$ cat src/core/sp_cfg.svh
// constants for the serial port block
//
// Contract
// - start requested on a busy bus is held until the bus is released
// - multi-master transmitter start on busy bus waits in an idle state
// - while waiting, clock activity may raise tx empty; written bytes are dropped
// - start seen, stop seen and not acked flags clear by hardware on bus events
// - irq pends when a flag and its enable are both one
// - spi slave phase one: later bytes go out shifted one bit
`ifndef SP_CFG_SVH
`define SP_CFG_SVH
`define SP_CLK_HZ 50000000
`define SP_SCL_MAX_HZ 50000
`define SP_SCL_MIN_HALF_NS 10000
`define SP_SCL_HALF_CYC ((`SP_SCL_MIN_HALF_NS * 50 + 999) / 1000)
`define SP_FIFO_DEPTH 16
`define SP_DATA_W 8
`endif

$ cat src/core/sp_pkg.sv
// types for the serial port block
package sp_pkg;
   typedef enum logic [2:0] {
      ST_IDLE = 3'b000,
      ST_WAIT_FREE = 3'b001,
      ST_START = 3'b010,
      ST_SHIFT = 3'b011,
      ST_ACK = 3'b100,
      ST_STOP = 3'b101
   } i2c_state_t;
endpackage

$ cat src/core/sp_stream_if.sv
// stream interface between the top and its fifo
`timescale 1ns/1ns
interface sp_stream_if #(parameter int W = 8);
   logic [W-1:0] data;
   logic valid;
   logic ready;
   modport src (output data, output valid, input ready);
   modport snk (input data, input valid, output ready);
endinterface

$ cat src/core/sp_fifo.sv
// parameterised flip-flop fifo with valid and ready on both sides
`timescale 1ns/1ns
module sp_fifo #(
   parameter int W = 8,
   parameter int DEPTH = 16
) (
   input wire logic clk,
   input wire logic nrst,
   sp_stream_if.snk in_s,
   sp_stream_if.src out_s
);
   localparam int AW = $clog2(DEPTH);
   logic [W-1:0] mem_q [DEPTH];
   logic [AW-1:0] wr_q;
   logic [AW-1:0] rd_q;
   logic [AW:0] cnt_q;
   wire push = in_s.valid && in_s.ready;
   wire pop = out_s.valid && out_s.ready;
   assign in_s.ready = (cnt_q != (AW+1)'(DEPTH));
   assign out_s.valid = (cnt_q != '0);
   assign out_s.data = mem_q[rd_q];
   // storage
   always_ff @(posedge clk) begin
      if (push) begin
         mem_q[wr_q] <= in_s.data;
      end
   end
   // pointers and fill count
   always_ff @(posedge clk or negedge nrst) begin
      if (!nrst) begin
         wr_q <= '0;
         rd_q <= '0;
         cnt_q <= '0;
      end else begin
         if (push) wr_q <= (wr_q == AW'(DEPTH-1)) ? '0 : wr_q + 1'b1;
         if (pop) rd_q <= (rd_q == AW'(DEPTH-1)) ? '0 : rd_q + 1'b1;
         cnt_q <= cnt_q + (AW+1)'(push) - (AW+1)'(pop);
      end
   end
endmodule

$ cat src/core/sp_core.sv
// i2c multi-master transmitter and spi slave with documented defects
`timescale 1ns/1ns
`include "sp_cfg.svh"
module sp_core #(
   parameter int W = `SP_DATA_W,
   parameter int DEPTH = `SP_FIFO_DEPTH,
   parameter int HALF = `SP_SCL_HALF_CYC
) (
   input wire logic clk,
   input wire logic nrst,
   input wire logic multi_master_select,
   input wire logic transmitter_select,
   input wire logic start_req_set,
   input wire logic stop_req_set,
   input wire logic [6:0] slave_addr,
   input wire logic [W-1:0] tx_data,
   input wire logic tx_valid,
   output logic tx_ready,
   output logic start_request_bit,
   output logic stop_request_bit,
   output logic bus_occupied_flag,
   output logic tx_empty_flag,
   output logic [W-1:0] tx_dropped_cnt,
   input wire logic scl_in,
   output logic scl_out,
   output logic scl_oe,
   input wire logic sda_in,
   output logic sda_out,
   output logic sda_oe,
   input wire logic start_seen_irq_enable,
   input wire logic stop_seen_irq_enable,
   input wire logic not_acked_irq_enable,
   input wire logic flag_set_start,
   input wire logic flag_set_stop,
   input wire logic flag_set_nack,
   output logic start_seen_flag,
   output logic stop_seen_flag,
   output logic not_acked_flag,
   output logic unit_irq_flag,
   input wire logic clock_phase_select,
   input wire logic msb_first_select,
   input wire logic spi_tx_wr,
   input wire logic [W-1:0] spi_tx_wdata,
   output logic [W-1:0] spi_transmit_buffer,
   input wire logic spi_sck,
   input wire logic spi_cs_n,
   input wire logic spi_mosi,
   output logic spi_miso,
   output logic [W-1:0] spi_rx_data,
   output logic spi_rx_done
);
   // three-stage samplers; scl, sda, sck and cs changes accepted when stages two and three agree
   logic [2:0] scl_s_q, sda_s_q, sck_s_q, cs_s_q, mosi_s_q;
   logic scl_f_q, sda_f_q, sck_f_q, cs_f_q;
   always_ff @(posedge clk or negedge nrst) begin
      if (!nrst) begin
         scl_s_q <= 3'h7;
         sda_s_q <= 3'h7;
         sck_s_q <= 3'h0;
         cs_s_q <= 3'h7;
         mosi_s_q <= 3'h0;
      end else begin
         scl_s_q <= {scl_s_q[1:0], scl_in};
         sda_s_q <= {sda_s_q[1:0], sda_in};
         sck_s_q <= {sck_s_q[1:0], spi_sck};
         cs_s_q <= {cs_s_q[1:0], spi_cs_n};
         mosi_s_q <= {mosi_s_q[1:0], spi_mosi};
      end
   end
   always_ff @(posedge clk or negedge nrst) begin
      if (!nrst) begin
         scl_f_q <= 1'b1;
         sda_f_q <= 1'b1;
         sck_f_q <= 1'b0;
         cs_f_q <= 1'b1;
      end else begin
         if (scl_s_q[1] == scl_s_q[2]) scl_f_q <= scl_s_q[2];
         if (sda_s_q[1] == sda_s_q[2]) sda_f_q <= sda_s_q[2];
         if (sck_s_q[1] == sck_s_q[2]) sck_f_q <= sck_s_q[2];
         if (cs_s_q[1] == cs_s_q[2]) cs_f_q <= cs_s_q[2];
      end
   end
   wire scl_stable = (scl_s_q[1] == scl_s_q[2]);
   wire sda_stable = (sda_s_q[1] == sda_s_q[2]);
   wire scl_rise = scl_stable && scl_s_q[2] && !scl_f_q;
   wire bus_start_ev = sda_stable && !sda_s_q[2] && sda_f_q && scl_f_q && scl_stable && scl_s_q[2];
   wire bus_stop_ev = sda_stable && sda_s_q[2] && !sda_f_q && scl_f_q && scl_stable && scl_s_q[2];
   wire sck_rise = (sck_s_q[1] == sck_s_q[2]) && sck_s_q[2] && !sck_f_q;
   wire sck_fall = (sck_s_q[1] == sck_s_q[2]) && !sck_s_q[2] && sck_f_q;
   wire cs_act = !cs_f_q;

   // transmit fifo
   sp_stream_if #(.W(W)) fin_s ();
   sp_stream_if #(.W(W)) fout_s ();
   sp_fifo #(.W(W), .DEPTH(DEPTH)) u_fifo (.clk(clk), .nrst(nrst), .in_s(fin_s), .out_s(fout_s));

   // i2c master state
   sp_pkg::i2c_state_t st_q;
   logic [$clog2(HALF+1)-1:0] div_q;
   logic [3:0] bit_q;
   logic [8:0] sh_q;
   logic phase_q, addr_ph_q, busy_q, own_q, flag_nack_hw;
   wire tick = (div_q == '0);
   wire waiting = (st_q == sp_pkg::ST_WAIT_FREE);
   wire wait_mm = waiting && multi_master_select && transmitter_select;
   assign fin_s.data = tx_data;
   assign fin_s.valid = tx_valid && !wait_mm;
   assign fout_s.ready = tick && phase_q && (st_q == sp_pkg::ST_ACK) && !addr_ph_q && !stop_request_bit;

   // other masters' traffic marks the bus occupied
   always_ff @(posedge clk or negedge nrst) begin
      if (!nrst) busy_q <= 1'b0;
      else if (bus_start_ev) busy_q <= 1'b1;
      else if (bus_stop_ev) busy_q <= 1'b0;
   end
   wire foreign_busy = busy_q && !own_q;

   // master sequencer: wait for free bus, start, address, data bytes, stop
   always_ff @(posedge clk or negedge nrst) begin
      if (!nrst) begin
         st_q <= sp_pkg::ST_IDLE;
         div_q <= '0;
         bit_q <= 4'h0;
         sh_q <= 9'h1FF;
         phase_q <= 1'b0;
         addr_ph_q <= 1'b0;
         own_q <= 1'b0;
         start_request_bit <= 1'b0;
         stop_request_bit <= 1'b0;
         scl_oe <= 1'b0;
         sda_oe <= 1'b0;
         flag_nack_hw <= 1'b0;
      end else begin
         flag_nack_hw <= 1'b0;
         div_q <= tick ? ($clog2(HALF+1))'(HALF - 1) : div_q - 1'b1;
         if (start_req_set) start_request_bit <= 1'b1;
         if (stop_req_set) stop_request_bit <= 1'b1;
         case (st_q)
            sp_pkg::ST_IDLE: begin
               if (start_req_set || start_request_bit) st_q <= sp_pkg::ST_WAIT_FREE;
            end
            sp_pkg::ST_WAIT_FREE: begin
               // the visible busy flag lags busy_q by a cycle; wait for both so the start never beats it
               if (!foreign_busy && !bus_occupied_flag && tick) begin
                  sda_oe <= 1'b1;
                  own_q <= 1'b1;
                  st_q <= sp_pkg::ST_START;
               end
            end
            sp_pkg::ST_START: if (tick) begin
               scl_oe <= 1'b1;
               start_request_bit <= 1'b0;
               sh_q <= {slave_addr, !transmitter_select, 1'b1};
               bit_q <= 4'h0;
               addr_ph_q <= 1'b1;
               phase_q <= 1'b0;
               st_q <= sp_pkg::ST_SHIFT;
            end
            sp_pkg::ST_SHIFT: if (tick) begin
               phase_q <= !phase_q;
               scl_oe <= phase_q;
               if (!phase_q) sda_oe <= !sh_q[8];
               else begin
                  sh_q <= {sh_q[7:0], 1'b1};
                  bit_q <= bit_q + 4'h1;
                  if (bit_q == 4'h7) st_q <= sp_pkg::ST_ACK;
               end
            end
            sp_pkg::ST_ACK: if (tick) begin
               phase_q <= !phase_q;
               scl_oe <= phase_q;
               if (!phase_q) sda_oe <= 1'b0;
               else begin
                  bit_q <= 4'h0;
                  addr_ph_q <= 1'b0;
                  if (sda_f_q) begin
                     flag_nack_hw <= 1'b1;
                     st_q <= sp_pkg::ST_STOP;
                  end else if (stop_request_bit || !fout_s.valid) begin
                     st_q <= sp_pkg::ST_STOP;
                  end else begin
                     sh_q <= {fout_s.data, 1'b1};
                     st_q <= sp_pkg::ST_SHIFT;
                  end
               end
            end
            sp_pkg::ST_STOP: if (tick) begin
               phase_q <= !phase_q;
               if (!phase_q) begin
                  sda_oe <= 1'b1;
                  scl_oe <= 1'b0;
               end else begin
                  sda_oe <= 1'b0;
                  own_q <= 1'b0;
                  stop_request_bit <= 1'b0;
                  st_q <= sp_pkg::ST_IDLE;
               end
            end
            default: st_q <= sp_pkg::ST_IDLE;
         endcase
      end
   end
   // open-drain data levels: the pins only ever pull low
   always_ff @(posedge clk or negedge nrst) begin
      if (!nrst) begin
         scl_out <= 1'b0;
         sda_out <= 1'b0;
      end else begin
         scl_out <= 1'b0;
         sda_out <= 1'b0;
      end
   end

   // transmit empty flag and dropped-byte count
   always_ff @(posedge clk or negedge nrst) begin
      if (!nrst) begin
         tx_empty_flag <= 1'b1;
         tx_dropped_cnt <= '0;
         tx_ready <= 1'b1;
      end else begin
         tx_ready <= fin_s.ready;
         if (wait_mm && scl_rise) tx_empty_flag <= 1'b1;
         else if (fin_s.valid && fin_s.ready) tx_empty_flag <= 1'b0;
         else if (!fout_s.valid) tx_empty_flag <= 1'b1;
         if (wait_mm && tx_valid) tx_dropped_cnt <= tx_dropped_cnt + 1'b1;
      end
   end

   // self-clearing flags: set by software, cleared by bus events; set wins
   always_ff @(posedge clk or negedge nrst) begin
      if (!nrst) begin
         start_seen_flag <= 1'b0;
         stop_seen_flag <= 1'b0;
         not_acked_flag <= 1'b0;
         unit_irq_flag <= 1'b0;
         bus_occupied_flag <= 1'b0;
      end else begin
         bus_occupied_flag <= busy_q;
         if (flag_set_start) start_seen_flag <= 1'b1;
         else if (bus_stop_ev) start_seen_flag <= 1'b0;
         if (flag_set_stop) stop_seen_flag <= 1'b1;
         else if (bus_start_ev) stop_seen_flag <= 1'b0;
         if (flag_set_nack || flag_nack_hw) not_acked_flag <= 1'b1;
         else if (bus_start_ev) not_acked_flag <= 1'b0;
         unit_irq_flag <= (start_seen_flag && start_seen_irq_enable) || (stop_seen_flag && stop_seen_irq_enable)
            || (not_acked_flag && not_acked_irq_enable);
      end
   end

   // spi slave: buffer write preloads shifter at once, rx completes a byte
   logic [W-1:0] spi_sh_q, spi_rx_q;
   logic [3:0] spi_bit_q;
   logic spi_used_q; // a byte has completed since the last buffer write
   always_ff @(posedge clk or negedge nrst) begin
      if (!nrst) begin
         spi_transmit_buffer <= '0;
         spi_sh_q <= '0;
         spi_rx_q <= '0;
         spi_bit_q <= 4'h0;
         spi_rx_data <= '0;
         spi_rx_done <= 1'b0;
         spi_miso <= 1'b0;
         spi_used_q <= 1'b0;
      end else begin
         spi_rx_done <= 1'b0;
         spi_miso <= msb_first_select ? spi_sh_q[W-1] : spi_sh_q[0];
         if (spi_tx_wr) begin
            spi_transmit_buffer <= spi_tx_wdata;
            spi_sh_q <= spi_tx_wdata;
         end else if (cs_act && (clock_phase_select ? sck_fall : sck_rise) && spi_bit_q != 4'h0) begin
            spi_sh_q <= msb_first_select ? {spi_sh_q[W-2:0], 1'b0} : {1'b0, spi_sh_q[W-1:1]};
         end else if (cs_act && clock_phase_select && sck_rise && spi_bit_q == 4'h0 && spi_used_q) begin
            spi_sh_q <= msb_first_select ? {spi_sh_q[W-2:0], 1'b0} : {1'b0, spi_sh_q[W-1:1]};
         end
         if (!cs_act) spi_bit_q <= 4'h0;
         else if (clock_phase_select ? sck_rise : sck_rise) begin
            spi_rx_q <= msb_first_select ? {spi_rx_q[W-2:0], mosi_s_q[2]} : {mosi_s_q[2], spi_rx_q[W-1:1]};
            if (spi_bit_q == 4'(W-1)) begin
               spi_bit_q <= 4'h0;
               spi_rx_done <= 1'b1;
               spi_used_q <= 1'b1;
               spi_rx_data <= msb_first_select ? {spi_rx_q[W-2:0], mosi_s_q[2]} : {mosi_s_q[2], spi_rx_q[W-1:1]};
            end else begin
               spi_bit_q <= spi_bit_q + 4'h1;
            end
         end
         if (spi_tx_wr) spi_used_q <= 1'b0; // fresh buffer: next byte goes out unshifted
      end
   end
endmodule

$ cat config.mk
export PLATFORM = sky130hd
export DESIGN_NAME = sp_core
export DESIGN_NICKNAME = d
export VERILOG_FILES = /design/src/core/sp_pkg.sv /design/src/core/sp_stream_if.sv /design/src/core/sp_fifo.sv /design/src/core/sp_core.sv
export VERILOG_INCLUDE_DIRS = /design/src /design/src/core
export SDC_FILE = /design/constraint.sdc
export NUM_CORES = 1
export LEC_CHECK = 0
export ABC_AREA = 1
export BUFFER_PORTS_ARGS = -buffer_cell sky130_fd_sc_hd__buf_2
export CAP_MARGIN = 15
export CORE_MARGIN = 1.5
export CORE_UTILIZATION = 25
export CTS_CLUSTER_SIZE = 10
export DETAILED_ROUTE_END_ITERATION = 7
export HOLD_SLACK_MARGIN = 0.08
export PLACE_DENSITY = 0.5
export SLEW_MARGIN = 15
export SYNTH_ARGS = -nofsm -noshare
export SYNTH_HDL_FRONTEND = slang
export SYNTH_HIERARCHICAL = 1
export SYNTH_SLANG_ARGS = --single-unit
$ cat constraint.sdc
create_clock -name clk -period 5.2 [get_ports clk]
set_input_delay 0.26 -clock clk [delete_from_list [all_inputs] [get_ports clk]]
set_output_delay 0.26 -clock clk [all_outputs]
set_load 0.05 [all_outputs]
# Word level (Yosys, flattened, before mapping)

Memories as Yosys holds them, arrays and structs flattened.
Index checks and enable logic that the tools add are counted.

Register bits after elaboration: 120
Bits in latches: 0
RAM bits: 128
ROM bits: 0
Input bits: 44
Logic and storage cells: 263
Memories kept: 1

$add $sub $neg: 8
Multiply operators: 0
Div/mod/pow operators: 0
Order comparisons: 0
Eq/ne operators: 33
Shift-type cells: 0
Mux-type cells: 87
Bitwise gates (word level): 1
Reduce and logical (&&, ||, !) cells: 92

Memories:

| name         | words | width | rd ports | clocked after memory_dff | write ports | line          | RTL |
|---|---|---|---|---|---|---|---|
| u_fifo.mem_q | 16    | 8     | 1        | 0                        | 1           | sp_fifo.sv:13 | `logic [W-1:0] mem_q [DEPTH];` |

Operator list:

| kind                                                                | count |
|---|---|
| 9-bit two-way mux                                                   | 8 |
| 1-bit two-way mux                                                   | 44 |
| 4-bit two-way mux                                                   | 10 |
| 8-bit two-way mux                                                   | 5 |
| 1-bit logical AND                                                   | 39 |
| 3-bit two-way mux                                                   | 12 |
| 2-bit inequality test (second input constant)                       | 15 |
| 9-bit case mux with 3 select lines                                  | 1 |
| 2-bit nonzero test                                                  | 10 |
| 3-bit case mux with 6 select lines                                  | 1 |
| 4-bit by 1-bit adder with 4-bit output (second input constant)      | 4 |
| 1-bit logical NOT                                                   | 16 |
| 4-bit case mux with 3 select lines                                  | 1 |
| 10-bit AND reduction                                                | 1 |
| 9-bit logical NOT                                                   | 1 |
| 3-bit AND reduction                                                 | 3 |
| 3-bit nonzero test                                                  | 3 |
| 9-bit by 1-bit subtractor with 9-bit output (second input constant) | 1 |
| 8-bit by 1-bit adder with 8-bit output (second input constant)      | 1 |
| 4-bit by 3-bit == test with 1-bit output (second input constant)    | 2 |
| 4-bit == test (second input constant)                               | 2 |
| 4-bit AND reduction                                                 | 2 |
| 8-bit AND reduction                                                 | 1 |
| 4-bit nonzero test                                                  | 2 |
| other kinds (23)                                                    | 36 |

# Logic depth before layout (Yosys ltp)

Depth after elaboration: 9
Mapped depth: 16

# By module

Netlist, hierarchy kept.

By module, submodules not included:

| module  | times used | cells each | area each (um^2) | seq. area each (um^2) |
|---|---|---|---|---|
| sp_fifo | 1          | 657        | 6412.4           | 4169.0 |
| sp_core | 1          | 532        | 4792.1           | 2680.1 |

# Least setup slack after synthesis

OpenSTA, ideal clock, no wires.

Path type: register -> register
Start: register div_q[0]
End: register u_fifo.cnt_q[4]
Library setup time: 128 ps
Arrival: 2777 ps
Data required time: 5072 ps
Slack: 2295 ps
Cell stages (with the launch flop): 17
Path buffers: 0
Clock period less this slack: 2905 ps
Cell sequence: dfrtp_1 > inv_1 > ha_1 > nand2_2 > nor3_2 > nand3_1 > nor3_1 > nand2_1 > inv_2 > ha_1 > inv_1 > ha_1 > inv_1 > fa_1 > o21ai_0 > a21oi_1 > xor2_1

Word-level cells in the longest chain between the ends: 7

Ends and longest elaborated chain:

| element                                     | line              | RTL |
|---|---|---|
| from (decl)                                 | sp_core.sv:99     | `logic [$clog2(HALF+1)-1:0] div_q;` |
| from (signal assigned)                      | sp_core.sv:135    | `div_q <= tick ? ($clog2(HALF+1))'(HALF - 1) : div_q - 1'b1;` |
| 9-bit logical NOT                           | sp_core.sv:103    | `wire tick = (div_q == '0);` |
| 1-bit logical AND (4 in a row)              | sp_core.sv:108    | `assign fout_s.ready = tick && phase_q && (st_q == sp_pkg::ST_ACK) && !addr_ph_q && !stop_request_bit;` |
| named net fout_s.ready                      | sp_stream_if.sv:6 | `logic ready;` |
| 1-bit logical AND                           | sp_fifo.sv:18     | `wire pop = out_s.valid && out_s.ready;` |
| named net u_fifo.pop                        | sp_fifo.sv:18     |  |
| 5-bit by 1-bit subtractor with 5-bit output | sp_fifo.sv:37     | `cnt_q <= cnt_q + (AW+1)'(push) - (AW+1)'(pop);` |
| to (signal assigned)                        | sp_fifo.sv:37     |  |
| to (decl)                                   | sp_fifo.sv:16     | `logic [AW:0] cnt_q;` |

The timed path passes the listed nets, and every way through them passes these cells.
A chain may end at the register's enable or synchronous reset.

# Worst setup path in the final report

Ends and elaborated chain as after synthesis.

==> metrics <==
outcome completed; pin count of the biggest net entering global routing 69; Final Max Tran Viols 0; Die Y around 210 microns; leading post-synthesis cells by instance count nand2_1, inv_1, edfxtp_1, nand3_1, dfrtp_1; FP Rows slightly below 80; hold endpoint u_fifo/mem_q[11][3]; vias in the first global route between 7000 and 8000; Setup CP Type reg2reg; Core Footprint roughly 0.044 sq mm; global-route usage over all layers 11.4%; Iter 0 DRT Violations about 600; Via Count ~8000; die width about 210 microns; top cell type's share of synthesized area roughly 34%; total CTS buffers 31; hold_sp tx_data[3]; first-pass GRT wire length 42.2 mm; Hold Vio Cnt, Final 0; placed cell area 0.0122 sq mm; GPL Wtd Cong 0.788; clk_lat worst skew 0.58 ns; number of synthesis warnings 6; most common cell in the netlist nand2_1; post-route ant nets 0; die area 0.0461 sq mm; async set-reset flop share out of synthesis roughly half; root buf cell clkbuf_16; 1st-pass router iterations 5; power per standard cell area ~400 mW/mm^2; sum of negative setup slack 0 ns; Worst IR Drop VDD ~0.20 mV; Starting Density 25.3%; post_cts resized 0; Routed WL between 20 and 30 mm; # diodes 0; number of buffers and inverters on the critical path 4; total grt overflow 0; Worst Setup Start Kind flip-flop; Seq/Total Area, Yosys 61.1%; CTS tree done; Hold Crit Depth 1; Clock Skew 0.0250 ns; H-tree levels 1; Worst Hold Class in2reg; wire per inst ~13 microns; Worst Path Max Fanout 6; critical path arrival between 3 and 4 ns; share of post-route cells with drive strength above 1 between 10% and 20%; final setup violating endpoints 0; Worst Setup End Kind flip-flop; IO Count 83; worst slew pin tran approximately 1.0 ns; crit share post-route between 60% and 70%; Area Overhead vs Synth 21.4%; EDFF count, synth 128; Reg clk slew, reported paths about 0.060 ns; Post-DP HPWL 16.3 mm; Nets around 1400; Rel. slew slack 33.0%; family with the most delay on the worst path adder cells; max cap viols 0; R2R depth 16; Vias/cell about 4.1; FF+latch count, synth between 200 and 250; FF-to-FF End u_fifo/cnt_q[4]; Sink Count between 200 and 250; Synth Flop Type edfxtp_1; Synth Cell Area around 0.011 sq mm; Mapped Cells roughly 1200; CP max stage delay ~0.43 ns; FF-to-FF setup slack around 2.0 ns; Final Cell Area approximately 0.014 sq mm; Critical Path, Cell by Cell inv_1 -> ha_1 -> nand2_2 -> nor3_2 -> nand3_1 -> nor3_1 -> nand2_1 -> inv_2 -> ha_1 -> inv_1 -> ha_1 -> inv_1 -> fa_1 -> o21ai_0 -> a21oi_1 -> xor2_1; area leader, netlist edfxtp_1; CTS Buffer Depth 3; top post-synthesis cells by area edfxtp_1, dfrtp_1, nand2_1; Slowest-stage cell, CP fa_1; Port Buffers 80; Fmax 0.311 GHz; Cell variety after synth between 40 and 50; WP data required approximately 5.6 ns; initial antenna violation count 1; mean post-synth cell area approximately 9.4 sq um; leak pwr 6.20 nW; RSZ-0062 raised after global routing no; Residual DRC 0; reg-to-reg startpoint div_q[0]; Final Critical Period 3.22 ns
-- how the worst max path moves through the flow --
stage              from               to  slack [ns]  cells past startpoint
2_1_floorplan  div_q[0]  u_fifo/cnt_q[4]        2.30                     16
3_3_place_gp   div_q[0]  u_fifo/cnt_q[4]        2.01                     16
3_5_place_dp   div_q[0]  u_fifo/cnt_q[4]        1.93                     16
4_1_cts        div_q[0]  u_fifo/cnt_q[4]        1.92                     16
5_1_grt        div_q[0]  u_fifo/cnt_q[4]        1.50                     16
6_report       div_q[0]  u_fifo/cnt_q[4]        1.98                     16
-- routing by layer --
layer	routed length (microns)	GRT usage [%]
met1	12300	15.2
met2	12000	18.8
met3	889	1.74
met4	572	3.90
met5	0	0
-- report_power, final --
part	total, mW	internal, mW	switching (mW)
clock	2.13	1.31	0.819
sequential	2.41	2.29	0.119
combinational	0.912	0.282	0.631
-- worst register-to-register path, cell delays in order, from the launching register on --
cell and delay [ns]:
dfrtp_1 0.37, inv_1 0.08, ha_1 0.23, nand2_2 0.13
nor3_2 0.33, nand3_1 0.15, nor3_1 0.17, nand2_1 0.15
inv_2 0.13, ha_1 0.23, inv_1 0.06, ha_1 0.15
inv_1 0.06, fa_1 0.43, o21ai_0 0.19, a21oi_1 0.10
xor2_1 0.14
-- kinds of logic (layout without fill, tap and decap cells) --
family                   Yosys count  after routing  share of synthesized area, %
flip-flops                       247            247                          61.1
other                              1              2                        0.0335
multiplexers                       1              1                         0.100
AND/OR/NAND/NOR                  562            562                          21.1
XOR/XNOR                          18             18                          1.41
adder cells (fa/ha/maj)           23             23                          2.61
AO/OA/AOI/OAI                     99             99                          5.10
buffers and inverters            238            385                          8.55
-- placed cells by master, fill, tap and decap left out, types with 17 or more instances in the layout --
cell / netlist / final
clkbuf_16: 0 / 31
dfrtp_1: 97 / 96
nand3_1: 115 / 115
o21ai_1: 17 / 17
edfxtp_1: 128 / 128
dlygate4sd3_1: 0 / 39
dfstp_2: 22 / 22
buf_2: 16 / 79
ha_1: 21 / 21
inv_1: 189 / 189
nand2_1: 376 / 376
o21ai_0: 42 / 42
nor2_1: 45 / 45
-- cell type report --
| type | count | area, sq um |
|---|---|---|
| Fill cell | 4583 | 30600 |
| Multi-Input combinational cell | 705 | 3400 |
| Timing Repair Buffer | 125 | 838 |
| Sequential cell | 247 | 6850 |
| Tap cell | 592 | 741 |
| Clock buffer | 54 | 932 |
| Clock inverter | 4 | 86.3 |
| Inverter | 202 | 758 |
-- through the flow --
| step | instances | utilization, % | worst slack, ns | power (mW) | hold WS [ns] |
|---|---|---|---|---|---|
| detailed placement | 1832 | 27.6 | 1.93 | 3.34 | 0.155 |
| global placement | 1832 | 27.6 | 2.01 | 3.33 | 0.150 |
| CTS | 1929 | 30.8 | 1.92 | 5.54 | 0.0990 |
| global route | 1929 | 30.8 | 1.50 | 5.75 | 0.110 |
| finish | 1929 | 30.8 | 1.98 | 5.45 | 0.111 |
| floorplan | 1190 | - | 2.30 | 3.08 | -0.0356 |
-- registers in the layout (all words and copies together) (netlist names), 3 cells and up --
register             cells
u_fifo/mem_q           128
div_q                    9
sh_q                     8
spi_rx_data              8
spi_rx_q                 8
spi_sh_q                 8
spi_transmit_buffer      8
tx_dropped_cnt           8
u_fifo/cnt_q             5
bit_q                    4
spi_bit_q                4
u_fifo/rd_q              4
u_fifo/wr_q              4
cs_s_q                   3
mosi_s_q                 3
sck_s_q                  3
scl_s_q                  3
sda_s_q                  3
st_q                     3
-- what timing repair did --
| action | in CTS | in global routing |
|---|---|---|
| setup buffers | 0 | 0 |
| hold buffers | 39 | 0 |
| hold endpoints to repair | 79 | 0 |
(Power assumes the default switching activity.)
